**src/include/hav_pkg.sv**
```systemverilog
// =====================================================
// Headphone amplifier control constants
package hav_pkg;
  // =====================================================
  // Serial bus device address bytes
  localparam logic [7:0] DEV_WR_ADDR = 8'hC0;
  localparam logic [7:0] DEV_RD_ADDR = 8'hC1;

  // =====================================================
  // Device register offsets
  localparam logic [7:0] REG_CTRL = 8'h01;
  localparam logic [7:0] REG_VOL = 8'h02;
  localparam logic [7:0] REG_FLOAT = 8'h03;

  // =====================================================
  // Field positions
  localparam int CTRL_SHUTDOWN_BIT = 0;
  localparam int CTRL_RIGHT_ON_BIT = 6;
  localparam int CTRL_LEFT_ON_BIT = 7;
  localparam int VOL_CODE_LSB = 1;
  localparam int VOL_RIGHT_MUTE_BIT = 6;
  localparam int VOL_LEFT_MUTE_BIT = 7;
  localparam int FLOAT_RIGHT_BIT = 0;
  localparam int FLOAT_LEFT_BIT = 1;

  // =====================================================
  // Power-up values
  localparam logic [7:0] CTRL_RST = 8'h01;
  localparam logic [7:0] VOL_RST = 8'hC0;
  localparam logic [7:0] FLOAT_RST = 8'h00;

  // =====================================================
  // Gain table, in dB
  localparam int GAIN_MUTE_DB = -80;
  localparam int GAIN_MIN_DB = -59;
  localparam int BAND1_LAST = 8;
  localparam int BAND1_STEP_DB = 4;
  localparam int BAND2_BASE_DB = -27;
  localparam int BAND2_LAST = 16;
  localparam int BAND2_STEP_DB = 2;
  localparam int BAND3_BASE_DB = -11;
  localparam int BAND3_STEP_DB = 1;

  // =====================================================
  // Controller register offsets
  localparam logic [2:0] HC_TARGET = 3'h0;
  localparam logic [2:0] HC_WDATA = 3'h1;
  localparam logic [2:0] HC_CMD = 3'h2;
  localparam logic [2:0] HC_STATUS = 3'h3;
  localparam logic [2:0] HC_RDATA = 3'h4;
  localparam logic [2:0] HC_SHADOW = 3'h5;
  localparam int CMD_WRITE_BIT = 0;
  localparam int CMD_READ_BIT = 1;
  localparam int ST_BUSY_BIT = 0;
  localparam int ST_DONE_BIT = 1;
  localparam int ST_NACK_BIT = 2;
  localparam int ST_REFUSED_BIT = 3;
endpackage

```
**src/include/hav_if.sv**
```systemverilog
`timescale 1ns/1ps
// =====================================================
// Register link between controller and amplifier
interface hav_if;
  logic req;
  logic [7:0] dev_addr;
  logic [7:0] reg_addr;
  logic [7:0] wdata;
  logic ack;
  logic [7:0] rdata;

  modport dev (
    input req,
    input dev_addr,
    input reg_addr,
    input wdata,
    output ack,
    output rdata
  );

  modport host (
    output req,
    output dev_addr,
    output reg_addr,
    output wdata,
    input ack,
    input rdata
  );
endinterface

```
**src/hw/hav_dev.sv**
```systemverilog
// Implementation choice: the plain strobed port.
`timescale 1ns/1ps
module hav_dev
  import hav_pkg::*;
(
  // Clock and reset
  input wire logic clk,
  input wire logic reset,
  // Register link
  hav_if.dev link,
  // Power stage
  output logic regulator_on,
  output logic charge_pump_on,
  // Per channel, index 1 left, 0 right
  output logic [1:0] amp_on,
  output logic [1:0] amp_float,
  output logic [1:0] amp_mute,
  output logic [1:0] mute_assured,
  output logic [1:0][7:0] gain_db
);

  // =====================================================
  // Gain decode
  function automatic logic [7:0] code_gain(input logic [4:0] code);
    int c;
    c = int'(code);
    if (c <= BAND1_LAST) begin
      return 8'(GAIN_MIN_DB + BAND1_STEP_DB * c);
    end else if (c <= BAND2_LAST) begin
      return 8'(BAND2_BASE_DB + BAND2_STEP_DB * (c - BAND1_LAST));
    end else begin
      return 8'(BAND3_BASE_DB + BAND3_STEP_DB * (c - BAND2_LAST));
    end
  endfunction

  typedef enum logic {
    PWR_SHUTDOWN,
    PWR_ACTIVE
  } hav_pwr_e;

  // =====================================================
  // Control state
  logic shutdown_request;
  logic [1:0] chan_on;
  logic [1:0] mute;
  logic [4:0] vol_code;
  logic [1:0] out_float;
  hav_pwr_e pwr;
  hav_pwr_e next_pwr;

  logic sel_wr;
  logic sel_rd;
  logic [7:0] rd_byte;

  // =====================================================
  // Link decode
  assign sel_wr = link.req && (link.dev_addr == DEV_WR_ADDR);
  assign sel_rd = link.req && (link.dev_addr == DEV_RD_ADDR);

  // =====================================================
  // Register writes
  // Writes stay open in shutdown, otherwise the part could never wake.
  // Only reset and a write touch these bits, so shutdown keeps them.
  always_ff @(posedge clk) begin
    if (reset) begin
      shutdown_request <= CTRL_RST[CTRL_SHUTDOWN_BIT];
      chan_on[1] <= CTRL_RST[CTRL_LEFT_ON_BIT];
      chan_on[0] <= CTRL_RST[CTRL_RIGHT_ON_BIT];
    end else if (sel_wr && link.reg_addr == REG_CTRL) begin
      // Whole byte replaces the enables too
      shutdown_request <= link.wdata[CTRL_SHUTDOWN_BIT];
      chan_on[1] <= link.wdata[CTRL_LEFT_ON_BIT];
      chan_on[0] <= link.wdata[CTRL_RIGHT_ON_BIT];
    end
  end

  always_ff @(posedge clk) begin
    if (reset) begin
      mute[1] <= VOL_RST[VOL_LEFT_MUTE_BIT];
      mute[0] <= VOL_RST[VOL_RIGHT_MUTE_BIT];
      vol_code <= VOL_RST[VOL_CODE_LSB +: 5];
    end else if (sel_wr && link.reg_addr == REG_VOL) begin
      mute[1] <= link.wdata[VOL_LEFT_MUTE_BIT];
      mute[0] <= link.wdata[VOL_RIGHT_MUTE_BIT];
      // Bit 0 of the byte is dropped here
      vol_code <= link.wdata[VOL_CODE_LSB +: 5];
    end
  end

  always_ff @(posedge clk) begin
    if (reset) begin
      out_float[1] <= FLOAT_RST[FLOAT_LEFT_BIT];
      out_float[0] <= FLOAT_RST[FLOAT_RIGHT_BIT];
    end else if (sel_wr && link.reg_addr == REG_FLOAT) begin
      out_float[1] <= link.wdata[FLOAT_LEFT_BIT];
      out_float[0] <= link.wdata[FLOAT_RIGHT_BIT];
    end
  end

  // =====================================================
  // Readback
  always_comb begin
    rd_byte = 8'h00;
    case (link.reg_addr)
      REG_CTRL: begin
        rd_byte[CTRL_SHUTDOWN_BIT] = shutdown_request;
        rd_byte[CTRL_LEFT_ON_BIT] = chan_on[1];
        rd_byte[CTRL_RIGHT_ON_BIT] = chan_on[0];
      end
      REG_VOL: begin
        rd_byte[VOL_LEFT_MUTE_BIT] = mute[1];
        rd_byte[VOL_RIGHT_MUTE_BIT] = mute[0];
        rd_byte[VOL_CODE_LSB +: 5] = vol_code;
      end
      REG_FLOAT: begin
        rd_byte[FLOAT_LEFT_BIT] = out_float[1];
        rd_byte[FLOAT_RIGHT_BIT] = out_float[0];
      end
      default: begin
        rd_byte = 8'h00;
      end
    endcase
  end

  // Unmapped offsets are still acknowledged; writes to them are dropped
  always_ff @(posedge clk) begin
    if (reset) begin
      link.ack <= 1'b0;
    end else begin
      link.ack <= sel_wr || sel_rd;
    end
  end

  always_ff @(posedge clk) begin
    if (reset) begin
      link.rdata <= 8'h00;
    end else if (sel_rd) begin
      link.rdata <= rd_byte;
    end else begin
      link.rdata <= 8'h00;
    end
  end

  // =====================================================
  // Power state
  always_comb begin
    next_pwr = pwr;
    case (pwr)
      PWR_SHUTDOWN: begin
        if (!shutdown_request) begin
          next_pwr = PWR_ACTIVE;
        end
      end
      PWR_ACTIVE: begin
        if (shutdown_request) begin
          next_pwr = PWR_SHUTDOWN;
        end
      end
      default: begin
        next_pwr = PWR_SHUTDOWN;
      end
    endcase
  end

  always_ff @(posedge clk) begin
    if (reset) begin
      pwr <= PWR_SHUTDOWN;
    end else begin
      pwr <= next_pwr;
    end
  end

  always_ff @(posedge clk) begin
    if (reset) begin
      regulator_on <= 1'b0;
      charge_pump_on <= 1'b0;
    end else begin
      regulator_on <= (next_pwr == PWR_ACTIVE);
      charge_pump_on <= (next_pwr == PWR_ACTIVE);
    end
  end

  // =====================================================
  // Channel outputs
  // Outputs follow the register state one edge later, same as the pump.
  genvar ch;
  generate
    for (ch = 0; ch < 2; ch++) begin : g_chan
      logic silenced;
      logic active;
      assign active = (next_pwr == PWR_ACTIVE);
      assign silenced = mute[ch] || out_float[ch] || (&mute);

      always_ff @(posedge clk) begin
        if (reset) begin
          amp_on[ch] <= 1'b0;
          amp_float[ch] <= 1'b0;
          amp_mute[ch] <= 1'b1;
          mute_assured[ch] <= 1'b0;
        end else begin
          // Floating driver must never also drive
          amp_on[ch] <= active && chan_on[ch] && !out_float[ch];
          amp_float[ch] <= out_float[ch];
          amp_mute[ch] <= silenced;
          mute_assured[ch] <= mute[ch] && active && chan_on[ch];
        end
      end

      always_ff @(posedge clk) begin
        if (reset) begin
          gain_db[ch] <= 8'(GAIN_MUTE_DB);
        end else if (silenced) begin
          gain_db[ch] <= 8'(GAIN_MUTE_DB);
        end else begin
          gain_db[ch] <= code_gain(vol_code);
        end
      end
    end
  endgenerate

endmodule // hav_dev

```
**src/flat_wrapper.sv**
```systemverilog
// flat-port wrapper written by rule: the top's interface ports become plain ports
module hav_dev_flat import hav_pkg::*;
  (clk, reset, regulator_on, charge_pump_on, amp_on, amp_float, amp_mute, mute_assured, gain_db, link_req, link_dev_addr, link_reg_addr, link_wdata, link_ack, link_rdata);
  hav_if link_i ();
  input wire logic clk;
  input wire logic reset;
  output logic regulator_on;
  output logic charge_pump_on;
  output logic [1:0] amp_on;
  output logic [1:0] amp_float;
  output logic [1:0] amp_mute;
  output logic [1:0] mute_assured;
  output logic [1:0][7:0] gain_db;
  input wire logic [$bits(link_i.req)-1:0] link_req;
  input wire logic [$bits(link_i.dev_addr)-1:0] link_dev_addr;
  input wire logic [$bits(link_i.reg_addr)-1:0] link_reg_addr;
  input wire logic [$bits(link_i.wdata)-1:0] link_wdata;
  output wire logic [$bits(link_i.ack)-1:0] link_ack;
  output wire logic [$bits(link_i.rdata)-1:0] link_rdata;
  assign link_i.req = link_req;
  assign link_i.dev_addr = link_dev_addr;
  assign link_i.reg_addr = link_reg_addr;
  assign link_i.wdata = link_wdata;
  assign link_ack = link_i.ack;
  assign link_rdata = link_i.rdata;
  hav_dev u_core (.clk(clk), .reset(reset), .link(link_i), .regulator_on(regulator_on), .charge_pump_on(charge_pump_on), .amp_on(amp_on), .amp_float(amp_float), .amp_mute(amp_mute), .mute_assured(mute_assured), .gain_db(gain_db));
endmodule
```
**config.mk**
```make
export PLATFORM = sky130hd
export DESIGN_NAME = hav_dev_flat
export DESIGN_NICKNAME = d
export VERILOG_FILES = /design/src/include/hav_pkg.sv /design/src/include/hav_if.sv /design/src/hw/hav_dev.sv /design/src/flat_wrapper.sv
export SDC_FILE = /design/constraint.sdc
export NUM_CORES = 1
export LEC_CHECK = 0
export BUFFER_PORTS_ARGS = -buffer_cell sky130_fd_sc_hd__buf_4
export CELL_PAD_IN_SITES_DETAIL_PLACEMENT = 1
export CELL_PAD_IN_SITES_GLOBAL_PLACEMENT = 1
export CORE_MARGIN = 5
export CORE_UTILIZATION = 37
export CTS_CLUSTER_DIAMETER = 150
export DETAILED_ROUTE_END_ITERATION = 7
export PLACE_DENSITY = 0.74
export RECOVER_POWER = 100
export SLEW_MARGIN = 10
export SYNTH_ARGS = -nofsm -noshare
export SYNTH_HDL_FRONTEND = slang
export SYNTH_SLANG_ARGS = --single-unit
```
**constraint.sdc**
```tcl
create_clock -name clk -period 2.3 [get_ports clk]
set_clock_uncertainty 0.1 [all_clocks]
set_input_delay 0.345 -clock clk [delete_from_list [all_inputs] [get_ports clk]]
set_output_delay 0.345 -clock clk [all_outputs]
set_load 0.005 [all_outputs]
```
# Yosys cells after proc, flatten, opt, wreduce, memory -nomap -nowiden
# Index checks and enable logic that the tools add are counted.
# W data, S select, Z words.
[totals]
in_bits = 27
regBits = 46
[op_classes]
order_cmp = 2
add_sub_neg = 5
reduce_logical = 25
eq_ne = 5
bitwise = 2
n_mux = 6
[op_table]
columns = ["cell", "n"]
rows = [
  ["$eq A8 B2 Y1 const B", 2],
  ["$eq A8 B8 Y1 const B", 2],
  ["$mux W8", 2],
  ["$logic_and A1 B1 Y1", 13],
  ["$add A5 B8 Y8 const A", 1],
  ["$add A6 B8 Y8 const A", 1],
  ["$add A7 B8 Y8 const A", 1],
  ["$eq A8 B1 Y1 const B", 1],
  ["$reduce_or A2 Y1", 3],
  ["$sub A5 B4 Y6 const B", 1],
  ["$sub A5 B5 Y6 const B", 1],
  ["$le A5 B4 Y1 const B", 1],
  ["$le A5 B5 Y1 const B", 1],
  ["$logic_or A1 B1 Y1", 5],
  ["$pmux W1 S2", 2],
  ["$pmux W2 S2", 1],
  ["$reduce_or A3 Y1", 1],
  ["$logic_not A1 Y1", 2],
  ["$not A1 Y1", 2],
  ["$reduce_and A2 Y1", 1],
  ["$mux W1", 1],
]

# Longest topological paths before layout
# Gate-level depths: netlist of run 1.
[depth]
ltp_word = 4
ltp_mapped = 7

# Worst setup path before layout of run 1
# No wires, ideal clock.
[synth_path]
path_kind = "register to register"
startpoint = "register u_core.vol_code[2]"
endpoint = "register u_core.gain_db[14] (netlist name)"
n_path_buf = 1
path_slack_ps = 431
synth_period_minus_slack_ps = 1869
stages_incl_launch_ff = 8
setup_ps = 129
t_arrival_ps = 1641
path_cell_list = "dfxtp_1 clkbuf_1 inv_1 ha_1 nand3b_1 or3b_2 o211ai_1 a21oi_1"
[synth_via]
elab_chain_cells = 4
[synth_rtl]
columns = ["item", "line", "text"]
rows = [
  ["from (decl)", "hav_dev.sv:46", "logic [4:0] vol_code;"],
  ["from (signal assigned)", "hav_dev.sv:81", "vol_code <= VOL_RST[VOL_CODE_LSB +: 5];"],
  ["from (signal assigned)", "hav_dev.sv:86", "vol_code <= link.wdata[VOL_CODE_LSB +: 5];"],
  ["$sub A5 B5 Y6 / $sub A5 B4 Y6 (equally long branches)", "hav_dev.sv:32, hav_dev.sv:30", ""],
  ["$add A5 B8 Y8 / $add A6 B8 Y8 (equally long branches)", "hav_dev.sv:32, hav_dev.sv:30", ""],
  ["$mux W8", "hav_dev.sv:29", "end else if (c <= BAND2_LAST) begin"],
  ["$mux W8 *", "hav_dev.sv:27", "if (c <= BAND1_LAST) begin"],
  ["to (signal, indexed assignment)", "hav_dev.sv:211", "gain_db[ch] <= 8'(GAIN_MUTE_DB);"],
  ["to (signal, indexed assignment)", "hav_dev.sv:213", "gain_db[ch] <= 8'(GAIN_MUTE_DB);"],
  ["to (signal, indexed assignment)", "hav_dev.sv:215", "gain_db[ch] <= code_gain(vol_code);"],
  ["to (decl)", "hav_dev.sv:19", "output logic [1:0][7:0] gain_db"],
]
# Every way passes the cells marked *; elsewhere a longest branch is shown, timed or not.
# A chain may end at the register's enable or synchronous reset.

# Final worst setup path of run 1
[layout_path]
startpoint = "register u_core.vol_code[1]"
endpoint = "register u_core.gain_db[3] (netlist name)"
# Same word-level chain as after synthesis.

==> impl_results.md, run 1 <==
* R2R Path End: u_core.gain_db[3]
* Yosys top cell by area: dfxtp_1
* Seq/Total Area, Yosys at 44.91%
* Post-Syn Instances at 220
* Number of flops mapped to enable cells by yosys at 0
* Cells on worst reg2reg path at 6
* Total congestion overflow at 0
* Max Buffers Root-to-Sink at 2
* Non-filler cells in the finished layout at 353
* Worst Tran Pin Value at 0.6844 ns
* Crit-path cells: inv_1, ha_1, nand3b_1, and2_0, mux2i_1, a211oi_1
* NumNets Final at 317
* Psw at 0.3030 mW
* Synth top area cells: dfxtp_1 (45%), ha_1 (6.1%), a21oi_1 (4.1%), nor2_1 (3.7%), mux2i_1 (2.9%)
* First-pass GRT wire length at 8776 um
* DIE AREA at 7131 um^2
* Period minus WS final at 2.083 ns
* Routed vias/inst at 4.980
* Compound-Gate Fraction of Synth Area at 12.69%
* Cell Area, Synth at 2051 um^2
* Fillers at 675
* Maximum vdd drop at 0.0001965 V
* Vias in the first global route at 1843
* Area after DPL at 2572 um^2
* FF-to-FF Start: u_core.vol_code[1]
* Most used routing layer: met2
* Post-synth top area share at 44.91%
* Proportion of synthesized area in mux cells at 4.027%
* Crit end category: flop
* Post-Synth Simple-Gate Area at 25.75%
* Main combinational cell family by area after synthesis: simple AND/OR/NAND/NOR gates
* Clock power share at 36.1%
* Grt met2 use at 25.68%
* GRT Overall Usage at 15.17%
* Hold Path Class: in2reg
* Synth Flop Type: dfxtp_1
* Setup TNS at 0 ns
* Count of pins over their slew limit at 0
* Starting DRC count in detailed routing at 82
* Slowest Stage Delay on Critical Path at 0.51 ns
* Met1 usage at 19.18%
* Total power at 1.350 mW
* Sw Share at 22.45%
* Via count at 1758
* Sink Count at 46
* Final Cell Area at 2626 um^2
* CTS Hold Bufs at 0
* Port Buf Inserts at 61
* Syn nets at 257
* Status: completed
* Xor and xnor area share after synthesis at 2.135%
* Antenna cells at 0
* Post-DP HPWL at 4101 um
* DP Worst Slack at 0.2992 ns
* R2r setup slk at 0.22 ns
* Yosys cell types at 42
* Worst-Skew Late Latency at 0.30 ns
* Routed WL at 5189 um
* Maximum fanout along the worst path at 8
* Synth Warn # at 0
* Slew HR at 53.73%
* Area grow syn2layout at 28.07%
* Crit. Startpoint: u_core.vol_code[1]
* Async S/R FF share, synth at 0%
* Crit start category: flop
* WHS at 0.2131 ns
* Leak at 1.056 nW
* Floorplan row count at 27
* Synthesis-stage register bit count at 46
* Adder-Cell Fraction of Synth Area at 6.101%
* WL per Instance at 14.70 um
* Critical path class: reg2reg
* Fmax at 480.1 MHz
* CP max stage cell: dfxtp_1
* Number of I/O pins at 62
* Register clock-pin slew on the reported worst setup and hold paths at 0.09 ns
* CTS tree: built
* Syn_area_per_cell at 9.321 um^2
* Die W at 84.45 um
* Final Cycle Share at 90.56%
* Critical Path End: u_core.gain_db[3]
* Fraction of layout cells with a size suffix above 1 at 27.05%
* Die Height at 84.45 um
* Final Hold Vio Count at 0
* Post-CTS Setup Bufs at 0
* Post-route ant nets at 0
* Pwr Density at 513.9 nW/um^2
* Initial antenna violation count at 0
* Required time of the critical path at 2.37 ns
* CP Data Arrival Time at 2.16 ns
* Commonest non-fill, non-tap cells in the layout: dfxtp_1 (46), clkbuf_4 (33), buf_4 (29), nor2_1 (20), a21oi_1 (17)
* Root buffer selected by CTS: clkbuf_8
* Post_cts resized at 0
* H-Tree Depth at 2
* DR pass1 iterations at 4
* Most common cell after layout, fill and taps aside: dfxtp_1
* M3 GR Usage at 3.140%
* Core area at 5439 um^2
* Area of the multi-input gates at 1015 um^2
* Unrepaired setup endpoints after global routing: false
* Largest net degree at the start of global routing at 21
* Comb pwr share at 5.0%
* # setup viols final at 0
* Post-Place Cells at 345
* Sequential share of power at 58.9%
* Power Internal at 1.047 mW
* Initial core utilization at 37.70%
* Finished Core Util at 48.29%
* Placer congestion estimate at 0.7860
* Max Cap Viol at 0
* CTS Buf Count at 5
* FF+latch area at 920.9 um^2
* Setup WS post-layout at 0.2171 ns
* DRC Markers at 0
==> logic make-up (layout without fill, tap and decap cells) <==
family                   Yosys count  count (layout)
AND/OR/NAND/NOR                   87              87
flip-flops                        46              46
AO/OA/AOI/OAI                     43              43
buffers and inverters             21              82
adder cells (fa/ha/maj)           10              10
multiplexers                       8               8
XOR/XNOR                           5               5
==> cells in the mapped netlist, types with 6 or more instances <==
cell type,number
a21oi_1,17
clkbuf_1,7
dfxtp_1,46
ha_1,10
inv_1,9
mux2i_1,6
nand2_1,12
nand4_1,9
nor2_1,20
nor2b_1,7
o21ai_0,11
==> how the worst min path moves through the flow <==
| stage | start | to | slack (ns) | cells after the start |
|---|---|---|---|---|
| after floorplan | u_core.out_float[1] | u_core.amp_on[1] | 0.32 | 1 |
| after global placement | u_core.out_float[1] | u_core.amp_on[1] | 0.35 | 1 |
| after detailed placement | u_core.out_float[0] | u_core.amp_on[0] | 0.36 | 1 |
| after CTS | link_wdata[2] | u_core.vol_code[1] | 0.21 | 3 |
| after global routing | link_wdata[2] | u_core.vol_code[1] | 0.21 | 3 |
| final | link_wdata[0] | u_core.shutdown_request | 0.21 | 3 |
==> registers in the layout, indices dropped and copies added (netlist names) <==
| register | cells |
|---|---|
| u_core.link.rdata | 8 |
| u_core.shutdown_request | 1 |
| u_core.amp_float | 2 |
| u_core.mute | 2 |
| u_core.vol_code | 5 |
| u_core.link.ack | 1 |
| u_core.amp_on | 2 |
| u_core.out_float | 2 |
| u_core.mute_assured | 2 |
| u_core.gain_db | 16 |
| u_core.chan_on | 2 |
| u_core.pwr | 1 |
| u_core.amp_mute | 2 |
==> worst max-delay path: cells and delay by family (launching register included) <==
kind,cells,cell delay [ns]
and+or+nand+nor,2,0.55
DFF,1,0.51
muxes,1,0.33
adders and majority gates,1,0.23
buffers and inverters,1,0.13
AOI/OAI and AO/OA,1,0.11
==> power by group through the flow <==
stage	registers, mW	clock network [mW]	logic [mW]
CTS	0.796	0.504	0.0712
finish	0.796	0.487	0.0675
global route	0.796	0.543	0.0742
global placement	0.814	0	0.0703
floorplan	0.814	0	0.0257
detailed placement	0.814	0	0.0708
==> cell type report <==
| class | instances | share of cell area [%] |
|---|---|---|
| Tap cell | 72 | 3.430 |
| Sequential cell | 46 | 35.06 |
| Clock buffer | 5 | 2.620 |
| Timing Repair Buffer | 65 | 18.15 |
| Inverter | 9 | 1.286 |
| Clock inverter | 3 | 0.8099 |
| Multi-Input combinational cell | 153 | 38.64 |
==> layer usage <==
metal  up-vias  routed length, um
li1        882                  -
met1       825               2379
met2        46               2482
met3         5                248
met4         0                 79
met5         -                  0
No activity file was read; power rests on OpenSTA's default activity.
==> run 2, diff against run 1 <==
--- a/config.mk
+++ b/config.mk
@@ -8,7 +8,6 @@
 export BUFFER_PORTS_ARGS = -buffer_cell sky130_fd_sc_hd__buf_4
 export CELL_PAD_IN_SITES_DETAIL_PLACEMENT = 1
 export CELL_PAD_IN_SITES_GLOBAL_PLACEMENT = 1
-export CORE_MARGIN = 5
 export CORE_UTILIZATION = 37
 export CTS_CLUSTER_DIAMETER = 150
 export DETAILED_ROUTE_END_ITERATION = 7
==> run 2 against run 1 <==
Compared with the run above:
- critical path depth stayed put
- worst setup slack improved by 0.10 ns
- largest power group unchanged
- critical path type unchanged
- flip-flop and latch count stayed put
==> impl_results.md, run 2 (synthesis results as in run 1) <==
* Status: completed
* CTS Hold Bufs at 0 (unchanged)
* Total power at 1.451 mW (+7.5%)
* CP Data Arrival Time at 2.05 ns (-0.11 ns)
* Count of pins over their slew limit at 0 (unchanged)
* Antenna cells at 0 (unchanged)
* Root buffer selected by CTS: clkbuf_8
* Clock power share at 40.5% (+4.4 points)
* Sw Share at 20.25% (-2.2 points)
* Pwr Density at 547.9 nW/um^2 (+6.6%)
* Final Hold Vio Count at 0 (unchanged)
* Most flop-heavy register: u_core.gain_db
* Largest net degree at the start of global routing at 21 (unchanged)
* Vias in the first global route at 1754 (-4.8%)
* Psw at 0.2938 mW (-3.0%)
* Post-DP HPWL at 3903 um (-4.8%)
* Comb pwr share at 4.7% (-0.3 points)
* Setup WS post-layout at 0.3198 ns (+0.1028 ns)
* Maximum vdd drop at 0.0003098 V (+58%)
* Sequential share of power at 54.8% (-4.1 points)
* Area after DPL at 2570 um^2 (about the same)
* Hold Path Class: in2reg
* Final Cycle Share at 86.09% (-4.5 points)
* Routed WL at 5011 um (-3.4%)
* Number of I/O pins at 62 (unchanged)
* Die W at 76.45 um (-9.5%)
* NumNets Final at 317 (unchanged)
* Starting DRC count in detailed routing at 65 (-21%)
* Routed vias/inst at 5.020 (+0.80%)
* Slew HR at 52.56% (-1.2 points)
* Worst Tran Pin Value at 0.7017 ns (+0.01723 ns)
* First-pass GRT wire length at 8369 um (-4.6%)
* Cells on worst reg2reg path at 6 (unchanged)
* Max FFs per register at 16 (unchanged)
* DP Worst Slack at 0.1699 ns (-0.1292 ns)
* Period minus WS final at 1.980 ns (-0.1028 ns)
* Critical path class: reg2reg
* Required time of the critical path at 2.37 ns (about the same)
* CTS Buf Count at 5 (unchanged)
* Most common cell after layout, fill and taps aside: dfxtp_1
* Initial antenna violation count at 0 (unchanged)
* Commonest non-fill, non-tap cells in the layout: dfxtp_1 (45), clkbuf_4 (35), buf_4 (28), nor2_1 (20), a21oi_1 (17)
* R2r setup slk at 0.32 ns (+0.10 ns)
* DR pass1 iterations at 4 (unchanged)
* WHS at 0.2215 ns (+0.008469 ns)
* Area grow syn2layout at 29.16%
* Hold Path Depth at 3 (unchanged)
* Fmax at 505.0 MHz (+5.2%)
* Fillers at 618 (-8.4%)
* Post-Place Cells at 343 (-0.58%)
* Floorplan row count at 26 (-3.7%)
* Largest regs: u_core.gain_db x16, u_core.link.rdata x8, u_core.vol_code x5
* Via count at 1762 (+0.23%)
* Non-filler cells in the finished layout at 351 (-0.57%)
* Final Cell Area at 2649 um^2 (+0.86%)
* Post-CTS Setup Bufs at 0 (unchanged)
* Sink Count at 46 (unchanged)
* Unrepaired setup endpoints after global routing: false
* Register clock-pin slew on the reported worst setup and hold paths at 0.08 ns (about the same)
* DIE AREA at 5844 um^2 (-18%)
* Fraction of layout cells with a size suffix above 1 at 27.40% (+0.36 points)
* CTS tree: built
* Port Buf Inserts at 61 (unchanged)
* Maximum fanout along the worst path at 16 (+8)
* Max Cap Viol at 0 (unchanged)
* H-Tree Depth at 2 (unchanged)
* Max Buffers Root-to-Sink at 2 (unchanged)
* Die Height at 76.45 um (-9.5%)
* DRC Markers at 0 (unchanged)
* Leak at 1.067 nW (+1.1%)
* Finished Core Util at 50.57% (+2.3 points)
* Crit end category: flop
* Post-route ant nets at 0 (unchanged)
* Crit start category: flop
* # setup viols final at 0 (unchanged)
* GRT Overall Usage at 18.05% (+2.9 points)
* Power Internal at 1.157 mW (+11%)
* WL per Instance at 14.28 um (-2.9%)
* Setup TNS at 0 ns (unchanged)
* Initial core utilization at 39.15% (+1.5 points)
* Worst-Skew Late Latency at 0.29 ns (about the same)
* Core area at 5238 um^2 (-3.7%)
* Total congestion overflow at 0 (unchanged)
* Placer congestion estimate at 0.8470 (+7.8%)
[run 2: cell types whose count changed in the layout (fill, tap and decap cells not counted)]
cell       change
clkinv_2       -1
clkinv_4       -1
bufinv_16      +1
clkbuf_4       +2
buf_4          -1
dfxtp_2        +1
dfxtp_1        -1
[run 2: final timing paths]
path | from | endpoint
min | link_wdata[5] | u_core.vol_code[4]
max reg2reg | u_core.vol_code[4] | u_core.gain_db[2]
min reg2reg | u_core.chan_on[0] | u_core.amp_on[0]
max | u_core.vol_code[4] | u_core.gain_db[2]
[run 2: power groups by stage]
stage | registers [mW] | logic, mW | clock network (mW)
after floorplan | 0.814 | 0.0257 | 0
after global placement | 0.814 | 0.0717 | 0
after detailed placement | 0.814 | 0.0717 | 0
after CTS | 0.796 | 0.0721 | 0.602
after global routing | 0.796 | 0.0747 | 0.639
final | 0.795 | 0.0685 | 0.587
[run 2: timing repair]
| action | in CTS | in global routing |
|---|---|---|
| endpoints found under the setup margin | 0 | 2 |
| resized for setup | 0 | 1 |
| hold endpoints to repair | 0 | 0 |
[run 2: routing by layer]
layer | part of all wire (%) | track usage (%) | wire [um] | up-vias
met1 | 46 | 22.30 | 2319 | 820
met3 | 4.3 | 3.234 | 215 | 5
li1 | - | - | - | 885
met2 | 48 | 31.35 | 2425 | 52
met5 | 0 | 0 | 0 | -
met4 | 1.0 | 6.154 | 52 | 0
[run 2: critical path, stage by stage, from the launching register on]
cell and delay, ns:
dfxtp_2 0.48, inv_1 0.16, ha_1 0.24, inv_1 0.14
o21ai_0 0.27, a311oi_1 0.38, nor3_1 0.09
[run 2: layout make-up]
type | instances | area (um^2) | share of cell area [%]
Clock inverter | 2 | 37.54 | 1.417
Inverter | 9 | 33.78 | 1.275
Timing Repair Buffer | 65 | 480.5 | 18.14
Multi-Input combinational cell | 153 | 1015 | 38.31
Clock buffer | 6 | 72.57 | 2.740
Tap cell | 70 | 87.58 | 3.307
Sequential cell | 46 | 922.1 | 34.81
